### config.mk
export PLATFORM = sky130hd
export DESIGN_NAME = bcs_sequencer
export DESIGN_NICKNAME = d
export VERILOG_FILES = /design/src/hdl/bcs_pkg.sv /design/src/hdl/bcs_cycle_decode.sv /design/src/hdl/bcs_sequencer.sv
export VERILOG_INCLUDE_DIRS = /design/src /design/src/hdl
export SDC_FILE = /design/constraint.sdc
export NUM_CORES = 1
export LEC_CHECK = 0
export ABC_AREA = 1
export BUFFER_PORTS_ARGS = -buffer_cell sky130_fd_sc_hd__buf_2
export CAP_MARGIN = 20
export CORE_MARGIN = 8
export CORE_UTILIZATION = 45
export CTS_BUF_LIST = sky130_fd_sc_hd__clkbuf_8
export DETAILED_ROUTE_END_ITERATION = 16
export PLACE_DENSITY = 0.73
export SLEW_MARGIN = 20
export SYNTH_ARGS = -nofsm -noshare
export SYNTH_HDL_FRONTEND = slang
export SYNTH_HIERARCHICAL = 1
export SYNTH_SLANG_ARGS = --single-unit
### constraint.sdc
create_clock -name clk_i -period 2.2 [get_ports clk_i]
set_input_delay 0.44 -clock clk_i [delete_from_list [all_inputs] [get_ports clk_i]]
set_output_delay 0.44 -clock clk_i [all_outputs]
set_load 0.03 [all_outputs]
### src/hdl/bcs_defs.svh
// Behaviour
// low address shares data bus, latch strobe
// low address in T1, data afterwards
// port address on upper and lower lines
// cycle status valid from T1 onward
// read/write strobes only during transfer
// three T states, fetch four/six, waits
// opcode fetch: mem, status 11, read
// memory read: mem, status 10, read
// memory write: mem, status 01, write
// port read: io, status 10, read
// port write: io, status 01, write
// interrupt acknowledge: io, status 11, ack
// idle cycles: strobes high, fixed status
// halt: float select/strobes, status 00
// latch strobe T1 only, not double-add
// T4-T6: status 11, bus floats
// reset: float bus and strobes
// hold: float bus and strobes
// power-down by halt or hold
// halt power-down ends on interrupt/reset
// hold power-down ends on release/reset
// interrupts ignored while holding
// halt also sets hold status; code keeps hold_ack_o low in halt, and halted_o stays set through a hold
`ifndef BCS_DEFS_SVH
`define BCS_DEFS_SVH

// select, status one, status zero per cycle kind
`define BCS_STAT_OF 3'h3
`define BCS_STAT_MR 3'h2
`define BCS_STAT_MW 3'h1
`define BCS_STAT_IOR 3'h6
`define BCS_STAT_IOW 3'h5
`define BCS_STAT_INA 3'h7
`define BCS_STAT_BI_DAD 3'h2
`define BCS_STAT_BI_ACK 3'h7

`define BCS_LATE_STATUS 2'h3
`define BCS_HALT_STATUS 2'h0
`define BCS_SEL_IO 1'b1
`define BCS_SEL_MEM 1'b0
`define BCS_STROBE_OFF 1'b1

`define BCS_RST_STATUS 2'h0
`define BCS_RST_SEL 1'b0
`define BCS_RST_BYTE 8'h00
`define BCS_RST_ADDR 16'h0000

`endif

### src/hdl/bcs_pkg.sv
package bcs_pkg;

  // machine cycle kinds requested by the core
  typedef enum logic [2:0] {
    OPCODE_FETCH_CYCLE,
    MEMORY_READ_CYCLE,
    MEMORY_WRITE_CYCLE,
    PORT_READ_CYCLE,
    PORT_WRITE_CYCLE,
    INTERRUPT_ACK_CYCLE,
    BUS_IDLE_CYCLE_DAD,
    BUS_IDLE_CYCLE_ACK
  } bcs_cycle_t;

  // machine states of the sequencer
  typedef enum logic [3:0] {
    ST_IDLE,
    ST_T1,
    ST_T2,
    ST_TWAIT,
    ST_T3,
    ST_T4,
    ST_T5,
    ST_T6,
    ST_HALT,
    ST_HOLD
  } bcs_tstate_t;

endpackage

### src/hdl/bcs_cycle_decode.sv
`timescale 1ns/1ps
`include "bcs_defs.svh"

module bcs_cycle_decode (
  input wire bcs_pkg::bcs_cycle_t cycle_type_i,
  output logic [2:0] status_o,
  output logic read_act_o,
  output logic write_act_o,
  output logic ack_act_o
);

  // status code for each cycle kind, and its active strobe; the two idle kinds drive none
  always_comb begin
    status_o = `BCS_STAT_BI_ACK;
    read_act_o = 1'b0;
    write_act_o = 1'b0;
    ack_act_o = 1'b0;
    unique case (cycle_type_i)
      bcs_pkg::OPCODE_FETCH_CYCLE: begin
        status_o = `BCS_STAT_OF;
        read_act_o = 1'b1;
      end
      bcs_pkg::MEMORY_READ_CYCLE: begin
        status_o = `BCS_STAT_MR;
        read_act_o = 1'b1;
      end
      bcs_pkg::MEMORY_WRITE_CYCLE: begin
        status_o = `BCS_STAT_MW;
        write_act_o = 1'b1;
      end
      bcs_pkg::PORT_READ_CYCLE: begin
        status_o = `BCS_STAT_IOR;
        read_act_o = 1'b1;
      end
      bcs_pkg::PORT_WRITE_CYCLE: begin
        status_o = `BCS_STAT_IOW;
        write_act_o = 1'b1;
      end
      bcs_pkg::INTERRUPT_ACK_CYCLE: begin
        status_o = `BCS_STAT_INA;
        ack_act_o = 1'b1;
      end
      bcs_pkg::BUS_IDLE_CYCLE_DAD: begin
        status_o = `BCS_STAT_BI_DAD;
      end
      bcs_pkg::BUS_IDLE_CYCLE_ACK: begin
        status_o = `BCS_STAT_BI_ACK;
      end
    endcase
  end

endmodule

### src/hdl/bcs_sequencer.sv
`timescale 1ns/1ps
`include "bcs_defs.svh"

module bcs_sequencer (
  input wire logic clk_i,
  input wire logic sys_rst_i,
  input wire logic cycle_req_i,
  input wire bcs_pkg::bcs_cycle_t cycle_type_i,
  input wire logic [15:0] cycle_addr_i,
  input wire logic [7:0] cycle_wdata_i,
  input wire logic fetch_six_i,
  input wire logic ale_suppress_i,
  input wire logic halt_req_i,
  input wire logic ready_i,
  input wire logic hold_i,
  input wire logic nonmaskable_interrupt_i,
  input wire logic edge_restart_interrupt_i,
  input wire logic level_restart_interrupt_b_i,
  input wire logic level_restart_interrupt_a_i,
  input wire logic general_interrupt_request_i,
  input wire logic [7:0] low_address_data_bus_i,
  output logic [7:0] low_address_data_bus_o,
  output logic low_address_data_bus_oe_o,
  output logic [7:0] upper_address_lines_o,
  output logic upper_address_lines_oe_o,
  output logic io_or_mem_select_o,
  output logic io_or_mem_select_oe_o,
  output logic cycle_status_bit_one_o,
  output logic cycle_status_bit_zero_o,
  output logic read_strobe_n_o,
  output logic read_strobe_oe_o,
  output logic write_strobe_n_o,
  output logic write_strobe_oe_o,
  output logic interrupt_ack_strobe_n_o,
  output logic address_latch_strobe_o,
  output logic cycle_taken_o,
  output logic read_data_valid_o,
  output logic [7:0] read_data_o,
  output logic hold_ack_o,
  output logic halted_o,
  output logic power_down_o,
  output logic halt_wake_o
);

  bcs_pkg::bcs_tstate_t state;
  bcs_pkg::bcs_tstate_t next_state;
  bcs_pkg::bcs_cycle_t cur_type;
  logic [15:0] cur_addr;
  logic [7:0] cur_wdata;
  logic cur_six;
  logic cur_noale;
  logic cur_reads;
  logic halted;
  logic edge_prev;

  // where the current cycle may end
  wire is_fetch = (cur_type == bcs_pkg::OPCODE_FETCH_CYCLE);
  wire last_t = (state == bcs_pkg::ST_T3 && !is_fetch) ||
                (state == bcs_pkg::ST_T4 && !cur_six) ||
                (state == bcs_pkg::ST_T6);
  wire boundary = (state == bcs_pkg::ST_IDLE) || last_t;

  // requests are taken only between machine cycles; hold wins, then halt
  wire take_hold = boundary && hold_i;
  wire take_halt = boundary && !hold_i && halt_req_i;
  wire take_cycle = boundary && !hold_i && !halt_req_i && cycle_req_i;

  // any interrupt input ends a halt; only looked at in the halt state
  wire edge_seen = edge_restart_interrupt_i && !edge_prev;
  wire wake = nonmaskable_interrupt_i || edge_seen || level_restart_interrupt_b_i ||
              level_restart_interrupt_a_i || general_interrupt_request_i;
  wire halt_leave = (state == bcs_pkg::ST_HALT) && !hold_i && wake;

  // sequencing of T states
  always_comb begin
    next_state = state;
    if (take_hold) begin
      next_state = bcs_pkg::ST_HOLD;
    end else if (take_halt) begin
      next_state = bcs_pkg::ST_HALT;
    end else if (take_cycle) begin
      next_state = bcs_pkg::ST_T1;
    end else if (boundary) begin
      next_state = bcs_pkg::ST_IDLE;
    end else begin
      unique case (state)
        bcs_pkg::ST_T1: begin
          next_state = bcs_pkg::ST_T2;
        end
        bcs_pkg::ST_T2, bcs_pkg::ST_TWAIT: begin
          next_state = ready_i ? bcs_pkg::ST_T3 : bcs_pkg::ST_TWAIT;
        end
        bcs_pkg::ST_T3: begin
          next_state = bcs_pkg::ST_T4;
        end
        bcs_pkg::ST_T4: begin
          next_state = bcs_pkg::ST_T5;
        end
        bcs_pkg::ST_T5: begin
          next_state = bcs_pkg::ST_T6;
        end
        bcs_pkg::ST_HOLD: begin
          if (!hold_i) begin
            next_state = halted ? bcs_pkg::ST_HALT : bcs_pkg::ST_IDLE;
          end
        end
        bcs_pkg::ST_HALT: begin
          if (hold_i) begin
            next_state = bcs_pkg::ST_HOLD;
          end else if (wake) begin
            next_state = bcs_pkg::ST_IDLE;
          end
        end
        default: begin
          next_state = bcs_pkg::ST_IDLE;
        end
      endcase
    end
  end

  // cycle information as seen in the next state
  wire bcs_pkg::bcs_cycle_t nx_type = take_cycle ? cycle_type_i : cur_type;
  wire [15:0] nx_addr = take_cycle ? cycle_addr_i : cur_addr;
  wire [7:0] nx_wdata = take_cycle ? cycle_wdata_i : cur_wdata;
  wire nx_noale = take_cycle ? ale_suppress_i : cur_noale;
  wire nx_port = (nx_type == bcs_pkg::PORT_READ_CYCLE) ||
                 (nx_type == bcs_pkg::PORT_WRITE_CYCLE);
  wire nx_ack = (nx_type == bcs_pkg::INTERRUPT_ACK_CYCLE);

  wire [2:0] dec_status;
  wire dec_read;
  wire dec_write;
  wire dec_ack;

  bcs_cycle_decode u_decode (
    .cycle_type_i(nx_type),
    .status_o(dec_status),
    .read_act_o(dec_read),
    .write_act_o(dec_write),
    .ack_act_o(dec_ack)
  );

  // state groups of the next state
  wire in_t1 = (next_state == bcs_pkg::ST_T1);
  wire in_xfer = (next_state == bcs_pkg::ST_T2) || (next_state == bcs_pkg::ST_TWAIT) ||
                 (next_state == bcs_pkg::ST_T3);
  wire in_late = (next_state == bcs_pkg::ST_T4) || (next_state == bcs_pkg::ST_T5) ||
                 (next_state == bcs_pkg::ST_T6);
  wire in_halt = (next_state == bcs_pkg::ST_HALT);
  wire in_hold = (next_state == bcs_pkg::ST_HOLD);
  wire in_float = in_halt || in_hold;

  // status and select: from T1 through T3, fixed in T4-T6 and halt
  wire next_sel = (in_t1 || in_xfer) ? dec_status[2] :
                  in_late ? (nx_ack ? `BCS_SEL_IO : `BCS_SEL_MEM) :
                  io_or_mem_select_o;
  wire [1:0] next_stat = (in_t1 || in_xfer) ? dec_status[1:0] :
                         in_late ? `BCS_LATE_STATUS :
                         in_halt ? `BCS_HALT_STATUS :
                         {cycle_status_bit_one_o, cycle_status_bit_zero_o};

  // address lines: port address copied onto both halves
  wire [7:0] next_upper = in_t1 ? (nx_port ? nx_addr[7:0] : nx_addr[15:8]) :
                          upper_address_lines_o;
  wire [7:0] next_low = in_t1 ? nx_addr[7:0] : nx_wdata;
  wire next_low_oe = in_t1 || (in_xfer && dec_write);

  // command strobes only while data moves
  wire next_rd_n = !(in_xfer && dec_read);
  wire next_wr_n = !(in_xfer && dec_write);
  wire next_ack_n = !(in_xfer && dec_ack);
  wire next_ale = in_t1 && !nx_noale;
  wire next_halted = (halted && !halt_leave) || take_halt;

  // sequencer state and held cycle information
  always_ff @(posedge clk_i or posedge sys_rst_i) begin
    if (sys_rst_i) begin
      state <= bcs_pkg::ST_IDLE;
      cur_type <= bcs_pkg::BUS_IDLE_CYCLE_ACK;
      cur_addr <= `BCS_RST_ADDR;
      cur_wdata <= `BCS_RST_BYTE;
      cur_six <= 1'b0;
      cur_noale <= 1'b0;
      cur_reads <= 1'b0;
      halted <= 1'b0;
      edge_prev <= 1'b0;
    end else begin
      state <= next_state;
      halted <= next_halted;
      edge_prev <= edge_restart_interrupt_i;
      if (take_cycle) begin
        cur_type <= cycle_type_i;
        cur_addr <= cycle_addr_i;
        cur_wdata <= cycle_wdata_i;
        cur_six <= fetch_six_i;
        cur_noale <= ale_suppress_i;
        cur_reads <= dec_read || dec_ack;
      end
    end
  end

  // pin outputs; reset floats the bus and strobes
  always_ff @(posedge clk_i or posedge sys_rst_i) begin
    if (sys_rst_i) begin
      io_or_mem_select_o <= `BCS_RST_SEL;
      io_or_mem_select_oe_o <= 1'b0;
      cycle_status_bit_one_o <= 1'(`BCS_RST_STATUS >> 1);
      cycle_status_bit_zero_o <= 1'(`BCS_RST_STATUS);
      upper_address_lines_o <= `BCS_RST_BYTE;
      upper_address_lines_oe_o <= 1'b0;
      low_address_data_bus_o <= `BCS_RST_BYTE;
      low_address_data_bus_oe_o <= 1'b0;
      read_strobe_n_o <= `BCS_STROBE_OFF;
      read_strobe_oe_o <= 1'b0;
      write_strobe_n_o <= `BCS_STROBE_OFF;
      write_strobe_oe_o <= 1'b0;
      interrupt_ack_strobe_n_o <= `BCS_STROBE_OFF;
      address_latch_strobe_o <= 1'b0;
    end else begin
      io_or_mem_select_o <= next_sel;
      io_or_mem_select_oe_o <= !in_float;
      cycle_status_bit_one_o <= next_stat[1];
      cycle_status_bit_zero_o <= next_stat[0];
      upper_address_lines_o <= next_upper;
      upper_address_lines_oe_o <= !in_float;
      low_address_data_bus_o <= next_low;
      low_address_data_bus_oe_o <= next_low_oe;
      read_strobe_n_o <= next_rd_n;
      read_strobe_oe_o <= !in_float;
      write_strobe_n_o <= next_wr_n;
      write_strobe_oe_o <= !in_float;
      interrupt_ack_strobe_n_o <= next_ack_n;
      address_latch_strobe_o <= next_ale;
    end
  end

  // core-side handshake, read data and power-down status
  always_ff @(posedge clk_i or posedge sys_rst_i) begin
    if (sys_rst_i) begin
      cycle_taken_o <= 1'b0;
      read_data_valid_o <= 1'b0;
      read_data_o <= `BCS_RST_BYTE;
      hold_ack_o <= 1'b0;
      halted_o <= 1'b0;
      power_down_o <= 1'b0;
      halt_wake_o <= 1'b0;
    end else begin
      cycle_taken_o <= take_cycle;
      read_data_valid_o <= (state == bcs_pkg::ST_T3) && cur_reads;
      if ((state == bcs_pkg::ST_T3) && cur_reads) begin
        read_data_o <= low_address_data_bus_i;
      end
      hold_ack_o <= in_hold;
      halted_o <= next_halted;
      power_down_o <= in_float;
      halt_wake_o <= halt_leave;
    end
  end

endmodule

==> flow_metrics.py, run 1 <==
metrics = {
    "clock_network": {
        "path_clk_slew_ns": 0.07,
        "post_cts_buffers": 0,
        "clk_path_buf_depth": 2,
        "root_buffer": "clkbuf_8",
        "cts.htree.levels": 3,
        "clk_latency_ns": 0.34,
        "cts_tree": "done",
        "cts_made_buffers": 9,
        "cts_hold_buf": 0,
        "cts_sinks": 73,
        "ctsResizeCount": 0,
    },
    "drt": {
        "viasPerCell": 4.684,
        "drt_pass1_iterations": 4,
        "drtAntennaViolNets": 0,
        "totalWireLength_um": 7558,
        "drc": 0,
        "vias": 2670,
        "drt_iter0_drc": 94,
        "wire_per_inst_um": 13.26,
    },
    "sta": {
        "finalHoldViolations": 0,
        "finalSetupTns_ns": 0,
        "fin_crit_ns": 1.969,
        "fmax_mhz": 507.9,
        "fin_crit_sh_pct": 89.49,
        "tightestPinTransition_ns": 0.4973,
        "fin_skew_ns": 0.006377,
        "max-slew-margin-rel_pct": 66.77,
        "setup_ws_ns": 0.2313,
        "hold-worst-slack_ns": 0.1262,
        "final_max_slew_viol_count": 0,
        "rsz0062_at_grt": "false",
        "finalSetupViolations": 0,
    },
    "setup_path": {
        "cp-end-kind": "flop",
        "cp.arrival_ns": 2.24,
        "crit_top_cell": "nand2_4",
        "critPathLaunch": "state[1]",
        "critPathMaxStageDelay_ns": 0.43,
        "path_buf_inv": 2,
        "crit_required_ns": 2.47,
        "crit_type": "flop to flop",
        "path_cells": "inv_2 -> nand2_2 -> nor2_1 -> nand2_2 -> nand2_4 -> nand3_4 -> buf_4 -> nor2_1 -> nor2_2 -> nand2_4 -> nand2_4 -> nand2_1 -> nand3_1 -> nand2_1",
        "cp_max_fo": 9,
        "worstReg2RegStart": "state[1]",
        "cp_slowest_cell": "dfrtp_1",
        "critPathLaunchType": "flop",
        "cp_top_family": "simple AND/OR/NAND/NOR gates",
    },
    "power_and_ir_drop": {
        "power_density_nw_per_um2": 1571,
        "p_leak_nw": 2.247,
        "ir_drop_v": 0.0008056,
    },
    "place": {
        "io_buffer_count": 89,
        "dpl_worst_slack_ns": 0.1856,
        "gp_congestion": 0.9043,
        "dp_hpwl_um": 5572,
    },
    "logic_synthesis": {
        "yosysSeqAreaShare_pct": 56.19,
        "synth_area_sq_um": 3264,
        "syn-num-nets": 419,
        "synthDistinctLibCells": 27,
        "synth_area_leader_cell": "dfrtp_1",
        "syn_inst": 371,
        "yosysTopAreaCellShare_pct": 51.36,
        "synth_area_leaders": "dfrtp_1 (51%), nand2_1 (13%), inv_1 (5.5%)",
        "ys_warn_count": 6,
        "ys_seq_elements": 73,
        "syn_area_per_cell_sq_um": 8.799,
    },
    "cells_and_area": {
        "diodes": 0,
        "nFillCells": 678,
        "final_layout_size_suffix_gt1_share_pct": 32.70,
        "mostFrequentLayoutCell": "nand2_1",
        "final_cell_mix": "nand2_1 (117), buf_2 (89), dfrtp_1 (67)",
        "nets": 514,
        "area_growth_pct": 24.57,
    },
    "die": {
        "die_h_um": 101.2,
        "coreArea_sq_um": 7137,
        "ios": 90,
        "start_util_pct": 45.74,
        "die_area_sq_um": 10240,
        "row_count": 31,
        "chipWidth_um": 101.2,
    },
    "global_routing": {
        "grtUsageTotal_pct": 15.27,
        "antenna_found_initial": 0,
        "grt_pass1_vias": 2793,
        "grt-ovfl-total": 0,
        "grt_pass1_wl_um": 12480,
        "grt_max_degree": 53,
    },
    "hold_path": {
        "hold_path_class": "input pin to asynchronous set/reset pin",
    },
    "run_status": {
        "outcome": "completed",
    },
    "run": {
        "cap_viol_max_count": 0,
    },
}
worst paths after layout:
path                       slack, ns                        to  cells after the start
setup / recovery                0.23  upper_address_lines_o[3]                     14
hold / removal                  0.13            read_data_o[6]                      2
setup reg to reg                0.23  upper_address_lines_o[3]                     14
hold reg to reg                 0.47              cur_wdata[0]                      2
max in group asynchronous       1.41               cur_type[0]                      3
min in group clk_i              0.22                 edge_prev                      1
metrics by stage:
step | std cells | total power [mW] | area (sq um) | util, %
final | 570 | 6.390 | 4066 | 56.98
after global routing | 570 | 6.878 | 4066 | 56.98
after CTS | 569 | 6.451 | 4059 | 56.87
after detailed placement | 553 | 5.123 | 3805 | 53.31
after global placement | 553 | 5.049 | 3805 | 53.31
after floorplan | 371 | 4.400 | 3268 | -
per-layer routing:
layer	track usage, %	up-vias	routed length [um]
met2	26.52	93	3742
li1	-	1342	-
met5	0	-	0
met4	6.529	0	103
met1	16.98	1223	3094
met3	4.536	12	618
cells by family after synthesis:
logic type      count (synthesis)  share of synthesized area [%]
flops                          73                          56.19
compound gates                 35                          7.513
simple gates                  197                          27.33
buf+inv                        66                          8.969
final cells by class:
cell class | instances | area, sq um | area share (%)
sequential | 73 | 1834 | 45.11
multi-input combinational | 232 | 1137 | 27.97
timing repair buffer | 96 | 510.5 | 12.55
inverter | 54 | 206.4 | 5.077
clock buffer | 11 | 151.4 | 3.723
tap | 99 | 123.9 | 3.046
clock inverter | 5 | 102.6 | 2.523
sequential cells by signal, indices dropped and copies added (netlist names), 3 cells and up:
register	flops
read_data_o	8
cur_addr	16
upper_address_lines_o	8
state	4
cur_type	3
low_address_data_bus_o	8
cur_wdata	8
where the power goes:
part | switching [mW] | leakage, nW | internal [mW]
sequential | 0.266 | 0.876 | 1.97
clock | 0.480 | 0.131 | 0.814
combinational | 1.96 | 1.24 | 0.904
total | 2.71 | 2.25 | 3.68
synthesized netlist by cell type, drive strengths merged:
cell,n
nand2,126
dfrtp,67
inv,53
nand3,31
nor2,24
o21ai,20
buf,11
o21a,8
or2,8
nand4,7
dfstp,6
a21oi,3
o211ai,3
a31oi,1
clkbuf,1
clkinv,1
nand3b,1
(Power assumes the default switching activity.)
==> run 2, diff against run 1 <==
CORE_UTILIZATION = 40   (was 45)
PLACE_DENSITY = 0.66   (was 0.73)
==> flow_metrics.py, run 2 (same netlist as run 1, synthesis figures left out) <==
metrics = {
    "drt": {
        "drt_pass1_iterations": 4,
        "drc": 0,
        "drt_iter0_drc": 127,
        "wire_per_inst_um": 12.91,
        "totalWireLength_um": 7473,
        "vias": 2657,
        "viasPerCell": 4.589,
        "drtAntennaViolNets": 0,
    },
    "power_and_ir_drop": {
        "pwr-share-clk_pct": 18.5,
        "combPwrFrac_pct": 45.9,
        "swShare_pct": 43.54,
        "p_switching_mw": 2.709,
        "power_mw": 6.221,
        "seq_power_share_pct": 35.7,
        "ir_drop_v": 0.0006937,
        "p_leak_nw": 2.231,
        "p_int_mw": 3.513,
        "power_density_nw_per_um2": 1530,
    },
    "cells_and_area": {
        "area_growth_pct": 24.53,
        "largest_reg_flops": 16,
        "multi_input_area_sq_um": 1147,
        "seqCellArea_sq_um": 1834,
        "diodes": 0,
        "final_cell_mix": "nand2_1 (117), buf_2 (89), dfrtp_1 (67)",
        "nets": 517,
        "regMostFlops": "cur_addr",
        "final_layout_size_suffix_gt1_share_pct": 33.12,
        "mostFrequentLayoutCell": "nand2_1",
        "nFillCells": 791,
    },
    "clock_network": {
        "ctsResizeCount": 0,
        "clk_latency_ns": 0.35,
        "cts_sinks": 73,
        "cts_hold_buf": 0,
        "cts_tree": "done",
        "cts.htree.levels": 3,
        "clk_path_buf_depth": 2,
        "cts_made_buffers": 9,
        "path_clk_slew_ns": 0.08,
        "root_buffer": "clkbuf_8",
    },
    "hold_path": {
        "hold_path_class": "input pin to asynchronous set/reset pin",
    },
    "global_routing": {
        "grt-ovfl-total": 0,
        "grt_pass1_vias": 2735,
        "grt_pass1_wl_um": 12150,
        "grtUsageTotal_pct": 13.20,
        "grt_max_degree": 74,
        "antenna_found_initial": 0,
    },
    "place": {
        "dpl_worst_slack_ns": 0.1319,
        "io_buffer_count": 89,
        "dp_hpwl_um": 5397,
        "gp_congestion": 0.8439,
    },
    "sta": {
        "finalHoldViolations": 0,
        "rsz0062_at_grt": "false",
        "max-slew-margin-rel_pct": 64.90,
        "fin_crit_ns": 1.954,
        "hold-worst-slack_ns": 0.1743,
        "finalSetupViolations": 0,
        "final_max_slew_viol_count": 0,
        "fin_crit_sh_pct": 88.83,
        "setup_ws_ns": 0.2458,
        "tightestPinTransition_ns": 0.5246,
        "finalSetupTns_ns": 0,
        "fin_skew_ns": 0.008389,
        "fmax_mhz": 511.7,
    },
    "die": {
        "start_util_pct": 40.54,
        "chipWidth_um": 106.3,
        "coreArea_sq_um": 8051,
        "row_count": 33,
        "die_h_um": 106.3,
        "die_area_sq_um": 11310,
        "ios": 90,
    },
    "run": {
        "cap_viol_max_count": 0,
    },
    "run_status": {
        "outcome": "completed",
    },
    "setup_path": {
        "critPathLaunchType": "flop",
        "crit_type": "flop to flop",
        "rr_worst_depth": 12,
        "r2r_end": "cycle_status_bit_zero_o",
        "crit_required_ns": 2.43,
        "cp_max_fo": 10,
        "cp.arrival_ns": 2.19,
        "cp-end-kind": "flop",
        "rrSetupSlack_ns": 0.25,
        "worstReg2RegStart": "state[1]",
    },
}
==> run 2: cell types whose count changed in the layout (fill, tap and decap cells not counted), sizes merged <==
cell      before  now
clkinv         2    3
nand3         31   32
buf           96   98
clkinvlp       1    3
clkbuf        11    9
bufinv         3    2
==> run 2: worst max-delay path, stage by stage (launching register included) <==
cell	delay [ns]
dfrtp_1	0.42
inv_2	0.12
nand2_2	0.07
nor2_1	0.11
nand2_2	0.07
nand2_4	0.13
nand3_4	0.15
o21ai_4	0.30
nand2_1	0.12
nand2_1	0.10
nand2_1	0.06
a21oi_1	0.12
nand2_1	0.07
==> run 2: area by class of cell <==
type                       count  share of cell area, %
multi-input combinational    233                  28.22
sequential                    73                  45.12
inverter                      54                  5.078
timing repair buffer          98                  12.93
clock buffer                   9                  3.047
clock inverter                 7                  2.370
tap                          105                  3.232
==> run 2: how the worst max path moves through the flow <==
stage / cells past startpoint / start / to
finish: 12 / state[1] / cycle_status_bit_zero_o
global route: 14 / state[1] / upper_address_lines_o[0]
CTS: 12 / state[0] / upper_address_lines_o[4]
detailed placement: 9 / halt_req_i / upper_address_lines_o[4]
global placement: 9 / halt_req_i / upper_address_lines_o[4]
floorplan: 13 / state[1] / cycle_status_bit_zero_o
==> run 2: stage by stage <==
step | area, sq um | util [%] | instances
3_3_place_gp | 3797 | 47.16 | 557
5_1_grt | 4065 | 50.49 | 579
4_1_cts | 4018 | 49.90 | 573
6_report | 4065 | 50.49 | 579
3_5_place_dp | 3797 | 47.16 | 557
2_1_floorplan | 3268 | - | 371
==> run 2: routing by layer <==
metal	global-route usage (%)	wire length (um)
met4	5.427	106
met1	15.01	3190
met2	22.34	3687
met5	0	0
met3	4.356	488
==> run 2: power groups by stage <==
| stage | Sequential (mW) | Clock (mW) | Combinational [mW] |
|---|---|---|---|
| after floorplan | 2.81 | 0 | 1.59 |
| after global placement | 2.23 | 0 | 2.82 |
| after detailed placement | 2.24 | 0 | 2.87 |
| after CTS | 2.22 | 1.19 | 2.87 |
| after global routing | 2.29 | 1.24 | 3.19 |
| final | 2.22 | 1.15 | 2.85 |
==> run 2: repair_timing <==
item                       in CTS  in global routing
setup endpoints to repair       0                 11
hold endpoints to repair        0                  0
setup buffers                   0                  5
==> run 3, diff against run 2 <==
PLACE_DENSITY = default   (was 0.66)
clock period = 2.25 ns   (was 2.2 ns; I/O delays follow)
==> flow_metrics.py, run 3 (same netlist as run 1, synthesis figures left out) <==
metrics = {
    "drt": {
        "wire_per_inst_um": 13.05,
        "drt_iter0_drc": 70,
        "vias": 2645,
        "viasPerCell": 4.560,
        "drt_pass1_iterations": 4,
        "drtAntennaViolNets": 0,
        "totalWireLength_um": 7569,
        "drc": 0,
    },
    "die": {
        "die_area_sq_um": 11310,
        "chipWidth_um": 106.3,
        "start_util_pct": 40.54,
        "ios": 90,
        "die_h_um": 106.3,
        "coreArea_sq_um": 8051,
        "row_count": 33,
    },
    "clock_network": {
        "cts_sinks": 73,
        "cts.htree.levels": 3,
        "cts_tree": "done",
        "path_clk_slew_ns": 0.08,
        "cts_made_buffers": 9,
        "root_buffer": "clkbuf_8",
        "clk_path_buf_depth": 2,
        "clk_latency_ns": 0.34,
    },
    "setup_path": {
        "crit_required_ns": 2.47,
        "cp-end-kind": "flop",
        "rrSetupSlack_ns": 0.18,
        "crit_type": "flop to flop",
        "critPathLaunchType": "flop",
        "cp_max_fo": 10,
        "worstReg2RegStart": "state[0]",
        "r2r_end": "upper_address_lines_o[1]",
        "cp.arrival_ns": 2.29,
        "rr_worst_depth": 15,
    },
    "cells_and_area": {
        "seqCellArea_sq_um": 1834,
        "final_layout_size_suffix_gt1_share_pct": 33.47,
        "mostFrequentLayoutCell": "nand2_1",
        "final_cell_mix": "nand2_1 (117), buf_2 (89), dfrtp_1 (67)",
        "multi_input_area_sq_um": 1147,
        "largest_reg_flops": 16,
        "nFillCells": 810,
        "area_growth_pct": 26.56,
        "stdcell_count": 580,
        "nets": 519,
        "diodes": 0,
        "regMostFlops": "cur_addr",
    },
    "sta": {
        "finalHoldViolations": 0,
        "tightestPinTransition_ns": 0.5552,
        "fin_crit_ns": 2.066,
        "fin_skew_ns": 0.01235,
        "finalSetupViolations": 0,
        "hold-worst-slack_ns": 0.2027,
        "max-slew-margin-rel_pct": 62.85,
        "final_max_slew_viol_count": 0,
        "fmax_mhz": 483.9,
        "fin_crit_sh_pct": 91.84,
    },
    "hold_path": {
        "hold_path_class": "input pin to asynchronous set/reset pin",
    },
    "place": {
        "gp_congestion": 0.7965,
        "dp_hpwl_um": 5455,
        "dp.cells": 559,
        "io_buffer_count": 89,
    },
    "global_routing": {
        "grt_pass1_vias": 2731,
        "grt_max_degree": 74,
        "grt-ovfl-total": 0,
        "antenna_found_initial": 0,
        "grt_pass1_wl_um": 12600,
        "grtUsageTotal_pct": 13.76,
    },
    "power_and_ir_drop": {
        "power_density_nw_per_um2": 1512,
        "p_leak_nw": 2.272,
        "ir_drop_v": 0.0005655,
    },
    "run_status": {
        "outcome": "completed",
    },
    "run": {
        "cap_viol_max_count": 0,
    },
}
[run 3: cell types whose count changed in the layout (fill, tap and decap cells not counted)]
cell / change
clkbuf_8: +1
clkinv_2: +1
buf_12: +1
inv_1: -1
clkinv_4: -1
clkbuf_16: +1
clkinvlp_4: -2
bufinv_16: +1
[run 3: worst max-delay path, cell delays in order, from the launching register on]
cell and delay [ns]:
dfrtp_1 0.45, inv_2 0.11, nand2_2 0.06, nor2_1 0.12, nand2_2 0.07, nand2_4 0.13, nand3_4 0.16, buf_4 0.20
nand2_4 0.06, inv_2 0.04, nor2_2 0.12, nand2_4 0.11, nand2_4 0.12, nand2_1 0.07, nand3_1 0.07, nand2_1 0.06
[run 3: how the worst max path moves through the flow]
stage | start | to | slack [ns] | cells past startpoint
5_1_grt | state[1] | upper_address_lines_o[1] | -0.0008 | 15
2_1_floorplan | state[1] | cycle_status_bit_zero_o | 0.49 | 13
3_5_place_dp | halt_req_i | upper_address_lines_o[4] | 0.14 | 10
6_report | state[0] | upper_address_lines_o[1] | 0.18 | 15
3_3_place_gp | halt_req_i | upper_address_lines_o[4] | 0.17 | 10
4_1_cts | state[1] | upper_address_lines_o[1] | 0.12 | 13
[run 3: per-stage QoR]
| stage | utilization [%] | setup slack (ns) | power [mW] | area, sq um | setup TNS (ns) |
|---|---|---|---|---|---|
| detailed placement | 47.51 | 0.1443 | 5.017 | 3825 | 0 |
| CTS | 50.51 | 0.1236 | 6.290 | 4066 | 0 |
| finish | 51.31 | 0.1836 | 6.247 | 4131 | 0 |
| global placement | 47.51 | 0.1712 | 4.983 | 3825 | 0 |
| global route | 51.31 | -0.0007980 | 6.754 | 4131 | -0.0007980 |
| floorplan | - | 0.4947 | 4.302 | 3268 | 0 |
[run 3: metal layers]
| metal | vias to the layer above | track usage (%) | routed length, um |
|---|---|---|---|
| li1 | 1355 | - | - |
| met1 | 1209 | 15.49 | 3177 |
| met2 | 68 | 22.83 | 3666 |
| met3 | 13 | 4.658 | 583 |
| met4 | 0 | 6.935 | 141 |
| met5 | - | 0 | 0 |
[run 3: where the power goes]
group | total (mW) | switching (mW) | internal, mW
clock | 1.23 | 0.471 | 0.761
combinational | 2.85 | 1.93 | 0.916
sequential | 2.16 | 0.244 | 1.92
total | 6.25 | 2.65 | 3.60
[run 3: what timing repair did]
action | 4_1_cts | 5_1_grt
hold buffers | 0 | 0
gates resized for setup | 0 | 0
buffers inserted | 0 | 4
endpoints found under the setup margin | 0 | 11
[run 3: layout make-up]
class / count / share of cell area [%]
Timing Repair Buffer: 100 / 13.81
Sequential cell: 73 / 44.40
Clock buffer: 10 / 3.331
Tap cell: 105 / 3.180
Inverter: 54 / 4.997
Multi-Input combinational cell: 233 / 27.77
Clock inverter: 5 / 2.514
